**config.mk**
```make
export PLATFORM = sky130hd
export DESIGN_NAME = io_space_register_access
export DESIGN_NICKNAME = d
export VERILOG_FILES = /design/src/design/io_space_register_access.v /design/src/design/w1c_flag_reg.v
export VERILOG_INCLUDE_DIRS = /design/src /design/src/include
export SDC_FILE = /design/constraint.sdc
export NUM_CORES = 1
export LEC_CHECK = 0
export ABC_AREA = 1
export BUFFER_PORTS_ARGS = -buffer_cell sky130_fd_sc_hd__buf_2
export CORE_MARGIN = 2
export CORE_UTILIZATION = 35
export DETAILED_ROUTE_END_ITERATION = 10
export PLACE_DENSITY = 0.66
export SLEW_MARGIN = 20
export SYNTH_ARGS = -nofsm -noshare
export SYNTH_HDL_FRONTEND = slang
export SYNTH_SLANG_ARGS = --single-unit
export TNS_END_PERCENT = 10
```
**constraint.sdc**
```tcl
create_clock -name sys_clk -period 4.71 [get_ports sys_clk]
set_input_delay 0 -clock sys_clk [delete_from_list [all_inputs] [get_ports sys_clk]]
set_output_delay 0 -clock sys_clk [all_outputs]
set_load 0.01 [all_outputs]
```
**src/include/io_space_consts.vh**
```
// Constants for the low I/O register space decoder.
`ifndef IO_SPACE_CONSTS_VH
`define IO_SPACE_CONSTS_VH
`define IO_ADDR_W 6
`define IO_LOCATIONS 64
`define DATA_ADDR_W 8
`define DATA_IO_OFFSET 8'h20
`define DATA_EXT_LO 8'h60
`define DATA_EXT_HI 8'hff
`define BIT_IO_LAST 6'h1f
`define OFS_GPB_IN 6'h03
`define OFS_GPB_DIR 6'h04
`define OFS_GPB_OUT 6'h05
`define OFS_GPC_IN 6'h06
`define OFS_GPC_DIR 6'h07
`define OFS_GPC_OUT 6'h08
`define OFS_GPD_IN 6'h09
`define OFS_GPD_DIR 6'h0a
`define OFS_GPD_OUT 6'h0b
`define OFS_TMR0F 6'h15
`define OFS_TMR1F 6'h16
`define OFS_TMR2F 6'h17
`define OFS_PCF 6'h1b
`define MASK_GPC_OUT 8'h7f
`define MASK_TMR0F 8'h07
`define MASK_TMR1F 8'h27
`define MASK_TMR2F 8'h07
`define MASK_PCF 8'h07
`define RESET_BYTE 8'h00
`define OP_NONE 3'h0
`define OP_IN 3'h1
`define OP_OUT 3'h2
`define OP_SET 3'h3
`define OP_CLR 3'h4
`define OP_SKIP1 3'h5
`define OP_SKIP0 3'h6
`endif

```
**src/design/io_space_register_access.v**
```verilog
// Low I/O space register bank with I/O, bit and data-space access.
`timescale 1ns/10ps
`include "io_space_consts.vh"
module io_space_register_access (
  input wire sys_clk,
  input wire reset,
  input wire [2:0] ioOp,
  input wire [5:0] ioAddr,
  input wire [2:0] ioBit,
  input wire [7:0] ioWrData,
  input wire dataRd,
  input wire dataWr,
  input wire [7:0] dataAddr,
  input wire [7:0] dataWrData,
  input wire [7:0] gpio_b_pin_input,
  input wire [6:0] gpio_c_pin_input,
  input wire [7:0] gpio_d_pin_input,
  input wire [7:0] timer0Event,
  input wire [7:0] timer1Event,
  input wire [7:0] timer2Event,
  input wire [7:0] pinChangeEvent,
  output reg [7:0] rdData_reg,
  output reg rdValid_reg,
  output reg skip_reg,
  output reg dataHit_reg,
  output reg [7:0] dirB_reg,
  output reg [7:0] outB_reg,
  output reg [6:0] dirC_reg,
  output reg [6:0] outC_reg,
  output reg [7:0] dirD_reg,
  output reg [7:0] outD_reg,
  output reg [7:0] timer0Flags_reg,
  output reg [7:0] timer1Flags_reg,
  output reg [7:0] timer2Flags_reg,
  output reg [7:0] pinChangeFlags_reg
);
  wire [7:0] f0;
  wire [7:0] f1;
  wire [7:0] f2;
  wire [7:0] fp;
  reg [7:0] clr0;
  reg [7:0] clr1;
  reg [7:0] clr2;
  reg [7:0] clrP;
  reg wrEn;
  reg [5:0] wrAddr;
  reg [7:0] wrByte;
  reg isBitOp;
  reg [7:0] bitMask;
  reg rdEn;
  reg [5:0] rdAddr;
  reg [7:0] rdByte;
  reg inIoData;
  reg [7:0] ioFromData;

  // Readback of one I/O location; unmapped locations read zero.
  function [7:0] readIo;
    input [5:0] a;
    begin
      case (a)
        `OFS_GPB_IN: readIo = gpio_b_pin_input;
        `OFS_GPB_DIR: readIo = dirB_reg;
        `OFS_GPB_OUT: readIo = outB_reg;
        `OFS_GPC_IN: readIo = {1'b0, gpio_c_pin_input};
        `OFS_GPC_DIR: readIo = {1'b0, dirC_reg};
        `OFS_GPC_OUT: readIo = {1'b0, outC_reg};
        `OFS_GPD_IN: readIo = gpio_d_pin_input;
        `OFS_GPD_DIR: readIo = dirD_reg;
        `OFS_GPD_OUT: readIo = outD_reg;
        `OFS_TMR0F: readIo = f0;
        `OFS_TMR1F: readIo = f1;
        `OFS_TMR2F: readIo = f2;
        `OFS_PCF: readIo = fp;
        default: readIo = 8'h00;
      endcase
    end
  endfunction

  // Decode of the access into one write port and one read port.
  always @* begin
    ioFromData = 8'h00;
    inIoData = (dataAddr >= `DATA_IO_OFFSET) && (dataAddr < `DATA_EXT_LO);
    ioFromData = dataAddr - `DATA_IO_OFFSET;
    wrEn = 1'b0;
    wrAddr = ioAddr;
    wrByte = ioWrData;
    isBitOp = 1'b0;
    bitMask = 8'h01 << ioBit;
    rdEn = 1'b0;
    rdAddr = ioAddr;
    case (ioOp)
      `OP_IN: begin
        rdEn = 1'b1;
      end
      `OP_OUT: begin
        wrEn = 1'b1;
      end
      `OP_SET, `OP_CLR: begin
        wrEn = (ioAddr <= `BIT_IO_LAST);
        isBitOp = 1'b1;
      end
      `OP_SKIP1, `OP_SKIP0: begin
        rdEn = (ioAddr <= `BIT_IO_LAST);
      end
      default: begin
        if (dataWr && inIoData) begin
          wrEn = 1'b1;
          wrAddr = ioFromData[5:0];
          wrByte = dataWrData;
        end
        if (dataRd && inIoData) begin
          rdEn = 1'b1;
          rdAddr = ioFromData[5:0];
        end
      end
    endcase
    rdByte = readIo(rdAddr);
    // A bit op builds the new byte from the current value for plain bits.
    if (isBitOp) begin
      if (ioOp == `OP_SET) begin
        wrByte = readIo(wrAddr) | bitMask;
      end else begin
        wrByte = readIo(wrAddr) & ~bitMask;
      end
    end
  end

  // Flag clears: a bit op clears a flag only by setting that bit.
  always @* begin
    clr0 = 8'h00;
    clr1 = 8'h00;
    clr2 = 8'h00;
    clrP = 8'h00;
    if (wrEn) begin
      case (wrAddr)
        `OFS_TMR0F: clr0 = isBitOp ? clrBit(ioOp, bitMask) : wrByte;
        `OFS_TMR1F: clr1 = isBitOp ? clrBit(ioOp, bitMask) : wrByte;
        `OFS_TMR2F: clr2 = isBitOp ? clrBit(ioOp, bitMask) : wrByte;
        `OFS_PCF: clrP = isBitOp ? clrBit(ioOp, bitMask) : wrByte;
        default: clr0 = 8'h00;
      endcase
    end
  end

  // Setting a flag bit by a bit op is the write of a one, which clears it.
  function [7:0] clrBit;
    input [2:0] op;
    input [7:0] m;
    begin
      clrBit = (op == `OP_SET) ? m : 8'h00;
    end
  endfunction

  w1c_flag_reg #(.MASK(`MASK_TMR0F)) uFlag0 (
    .sys_clk(sys_clk), .reset(reset), .setEvent(timer0Event),
    .clearBits(clr0), .flags_reg(f0));
  w1c_flag_reg #(.MASK(`MASK_TMR1F)) uFlag1 (
    .sys_clk(sys_clk), .reset(reset), .setEvent(timer1Event),
    .clearBits(clr1), .flags_reg(f1));
  w1c_flag_reg #(.MASK(`MASK_TMR2F)) uFlag2 (
    .sys_clk(sys_clk), .reset(reset), .setEvent(timer2Event),
    .clearBits(clr2), .flags_reg(f2));
  w1c_flag_reg #(.MASK(`MASK_PCF)) uFlagP (
    .sys_clk(sys_clk), .reset(reset), .setEvent(pinChangeEvent),
    .clearBits(clrP), .flags_reg(fp));

  // Output copies of the flags keep every output on a flip-flop.
  always @(posedge sys_clk or posedge reset) begin
    if (reset) begin
      timer0Flags_reg <= `RESET_BYTE;
      timer1Flags_reg <= `RESET_BYTE;
      timer2Flags_reg <= `RESET_BYTE;
      pinChangeFlags_reg <= `RESET_BYTE;
    end else begin
      timer0Flags_reg <= f0;
      timer1Flags_reg <= f1;
      timer2Flags_reg <= f2;
      pinChangeFlags_reg <= fp;
    end
  end

  // Plain read/write registers; reserved addresses and bits ignore writes.
  always @(posedge sys_clk or posedge reset) begin
    if (reset) begin
      dirB_reg <= `RESET_BYTE;
      outB_reg <= `RESET_BYTE;
      dirC_reg <= 7'h00;
      outC_reg <= 7'h00;
      dirD_reg <= `RESET_BYTE;
      outD_reg <= `RESET_BYTE;
    end else if (wrEn) begin
      case (wrAddr)
        `OFS_GPB_DIR: dirB_reg <= wrByte;
        `OFS_GPB_OUT: outB_reg <= wrByte;
        `OFS_GPC_DIR: dirC_reg <= wrByte[6:0];
        `OFS_GPC_OUT: outC_reg <= wrByte[6:0];
        `OFS_GPD_DIR: dirD_reg <= wrByte;
        `OFS_GPD_OUT: outD_reg <= wrByte;
        default: dirB_reg <= dirB_reg;
      endcase
    end
  end

  // Read answer, skip decision and extended-space hit, one cycle later.
  always @(posedge sys_clk or posedge reset) begin
    if (reset) begin
      rdData_reg <= 8'h00;
      rdValid_reg <= 1'b0;
      skip_reg <= 1'b0;
      dataHit_reg <= 1'b0;
    end else begin
      rdData_reg <= rdEn ? rdByte : 8'h00;
      rdValid_reg <= rdEn;
      skip_reg <= rdEn && (((ioOp == `OP_SKIP1) && |(rdByte & bitMask)) ||
        ((ioOp == `OP_SKIP0) && !(|(rdByte & bitMask))));
      // Extended region belongs to load/store only; flagged for the owner.
      dataHit_reg <= (ioOp == `OP_NONE) && (dataRd || dataWr) &&
        (dataAddr >= `DATA_EXT_LO);
    end
  end
endmodule

```
**src/design/w1c_flag_reg.v**
```verilog
// One byte of write-one-to-clear event flags.
`timescale 1ns/10ps
module w1c_flag_reg #(
  parameter [7:0] MASK = 8'hff
) (
  input wire sys_clk,
  input wire reset,
  input wire [7:0] setEvent,
  input wire [7:0] clearBits,
  output reg [7:0] flags_reg
);
  // Set wins over clear so an event in the clearing cycle is kept.
  always @(posedge sys_clk or posedge reset) begin
    if (reset) begin
      flags_reg <= 8'h00;
    end else begin
      flags_reg <= ((flags_reg & ~clearBits) | setEvent) & MASK;
    end
  end
endmodule

```
==> metrics <==
GRT Util Overall=a little under a quarter; largest net degree at the start of global routing=84; status=complete, no violations; Setup Fix Bufs, Post-CTS=0; synth-to-layout area growth=23.1%; final antenna-violating net count=0; number of global-route vias before repair=around 5800; Final period util=61.4%; Worst-Margin Slew=a little under 800 ps; H-tree levels=3; Via-to-Cell Ratio=4.85; Yosys Warn Count=0; HP Class=in -> reg; power density cells=291 mW/mm2; TNS Setup=0 ps; ranking of synthesized cells by area=dfrtp_1 (36%), nand2_1 (22%), nand3_1 (5.9%), inv_1 (5.6%), nor2_1 (3.5%); share of cells above drive strength 1=a little over a quarter; vias=5999; CORE AREA=0.0164 mm2; Synth Cell Area=0.00580 mm2; Worst Hold Slack=35.1 ps; routability cong.=between 0.9 and 1; Critical-path top delay cell=dlygate4sd3_1; # diodes=0; Max clock buf depth=2; Clock Latency Late Sink=350 ps; top-area cell type share of the netlist area=35.8%; layout net count=approximately 1100; Sequential Power Share=39.6%; DRT Pass-1 Iters=5; static leakage=3.99 nW; Post-synth top cells=nand2_1 (337), inv_1 (87), dfrtp_1 (83), nand3_1 (68), nor2_1 (54); FILL cells=1719; RSZ-0062 raised after global routing=false; Sw Ratio=29.6%; syn avg cell area=6.83 um2; initial antenna violation count=0; I/O pins=around 180; post-placement cell count=roughly 1200; Max Slew Vio Count=0; #FFs+latches synth=83; CTS clk-pin slew, worst paths=60 ps; TritonCTS Buffers=9; die height=133 um; Fin. Hold Viols=0; Comb pwr share=18.8%; die width=around 130 um; Yosys cell types=42; Routed WL=20400 um; CTS tree=done; internal power=around 1.5 mW; Worst path top cell family by delay=simple AND/OR/NAND/NOR gates; Max VDD drop=0.167 mV; Max-Cap Viols=0; Post-synth top flop=dfrtp_1; Remaining DRCs=0; Cell Rows=between 40 and 50; Synth Instances=850; GRT overflow=0; NetSw=0.615 mW; post-DP HPWL=16000 um; crit path max fanout=22; Die ar.=0.0176 mm2; peak per-stage delay on the critical path=520 ps; sequential cell area fraction in the yosys report=35.8%; clk sink count=83; Total Power=2.08 mW; Async S/R FF share, synth=100%; Setup Crit Path Kind=in -> reg; Iter 0 DRT Violations=between 400 and 500; first-pass GRT wire length=around 32000 um; final non-filler cell total=1237; critical path capture point type=register; wire length per cell=16.5 um; Critical Path RT=4950 ps; startpoint class of the critical path=primary input; highest clock rate=346 MHz; # setup viols final=0; post-synth top area cell=dfrtp_1; Arr. time, crit path=3140 ps; Post-synth EDFFs=0; Max Clock Skew=8.94 ps; initial core utilization=35.4%; clk root buf=clkbuf_16; CP Buf/Inv Count=4; CP most frequent cell=nand2_1; Port Buf Inserts=145; crit-path cells=dlygate4sd3_1 > buf_2 > inv_1 > nor3_4 > nand3_1 > nand2_2 > nand2_4 > nor2_4 > nand2_1 > inv_1 > nand2_1 > nand2_1 > nor2_1 > nand3_2 > nand2_1 > nand2_1 > nor2_2 > a21oi_1 > nor2_1; clock share of power=about two fifths; most common cell in the netlist=nand2_1; Max transition margin=47.2%; Period minus WS final=2890 ps
worst min-delay path, stage by stage:
cell and delay, ps:
buf_2 100, a21oi_2 60, a21oi_1 170
final timing paths:
check	cells past startpoint	startpoint	slack, ps	end
max reg2reg	8	outB_reg[4]$_DFFE_PP0P_	3100	dirD_reg[4]$_DFFE_PP0P_
min reg2reg	0	uFlag1.flags_reg[1]$_DFF_PP0_	370	timer1Flags_reg[1]$_DFF_PP0_
max in group asynchronous	4	reset	3790	dirB_reg[5]$_DFFE_PP0P_
max	19	dataRd	1820	skip_reg$_DFF_PP0_
min	3	gpio_d_pin_input[7]	40	rdData_reg[7]$_DFF_PP0_
min in group asynchronous	4	reset	400	rdData_reg[3]$_DFF_PP0_
power by group through the flow:
stage	Clock, mW	Combinational (mW)	Sequential [mW]
after global routing	0.905	0.432	0.828
final	0.863	0.391	0.822
after detailed placement	0	0.381	0.833
after CTS	0.875	0.391	0.820
after floorplan	0	0.222	0.836
after global placement	0	0.379	0.833
routing by layer:
layer / share of wire [%] / track usage, % / vias to the layer above
met1: 43 / 31.0 / 2744
met2: 46 / 38.0 / 258
met3: 7.2 / 4.75 / 50
met5: 0 / 0 / -
li1: - / - / 2947
met4: 3.5 / 9.92 / 0
final cells by class:
class / instances / area (um2) / share of cell area [%]
Clock inverter: 5 / 125 / 1.75
Clock buffer: 11 / 233 / 3.26
Sequential cell: 83 / 2080 / 29.1
Tap cell: 220 / 275 / 3.85
Inverter: 112 / 429 / 6.00
Timing Repair Buffer: 162 / 897 / 12.6
Multi-Input combinational cell: 644 / 3110 / 43.5
repair_timing:
action                                 in CTS  in global routing
endpoints found under the hold margin      14                 83
gates resized for setup                     0                  0
hold buffers                               15                  1
logic make-up after synthesis:
group	count (synthesis)	share of synthesized area, %
flip-flops	83	35.8
AO/OA/AOI/OAI	71	7.57
buffers and inverters	141	11.8
AND/OR/NAND/NOR	554	44.8
other	1	0.0646
stage by stage:
stage | utilization (%) | area [um2] | setup WS, ps
CTS | 43.5 | 7130 | 1880
floorplan | - | 5870 | 2570
global placement | 40.4 | 6630 | 1860
detailed placement | 40.4 | 6630 | 1800
global route | 43.6 | 7150 | 1560
finish | 43.6 | 7150 | 1820
cells in the final DEF, fill, tap and decap left out, drive strengths merged, types with 2 or more instances in the layout:
cell	n
nand2	370
buf	146
inv	111
dfrtp	83
nand3	79
nor2	75
o21ai	42
conb	19
a21oi	17
dlygate4sd3	16
nor3	16
clkbuf	11
nand4	6
nand3b	5
o22ai	4
bufinv	4
o211ai	2
nor3b	2
o21bai	2
clkinv	2
No activity file was read; power rests on OpenSTA's default activity.
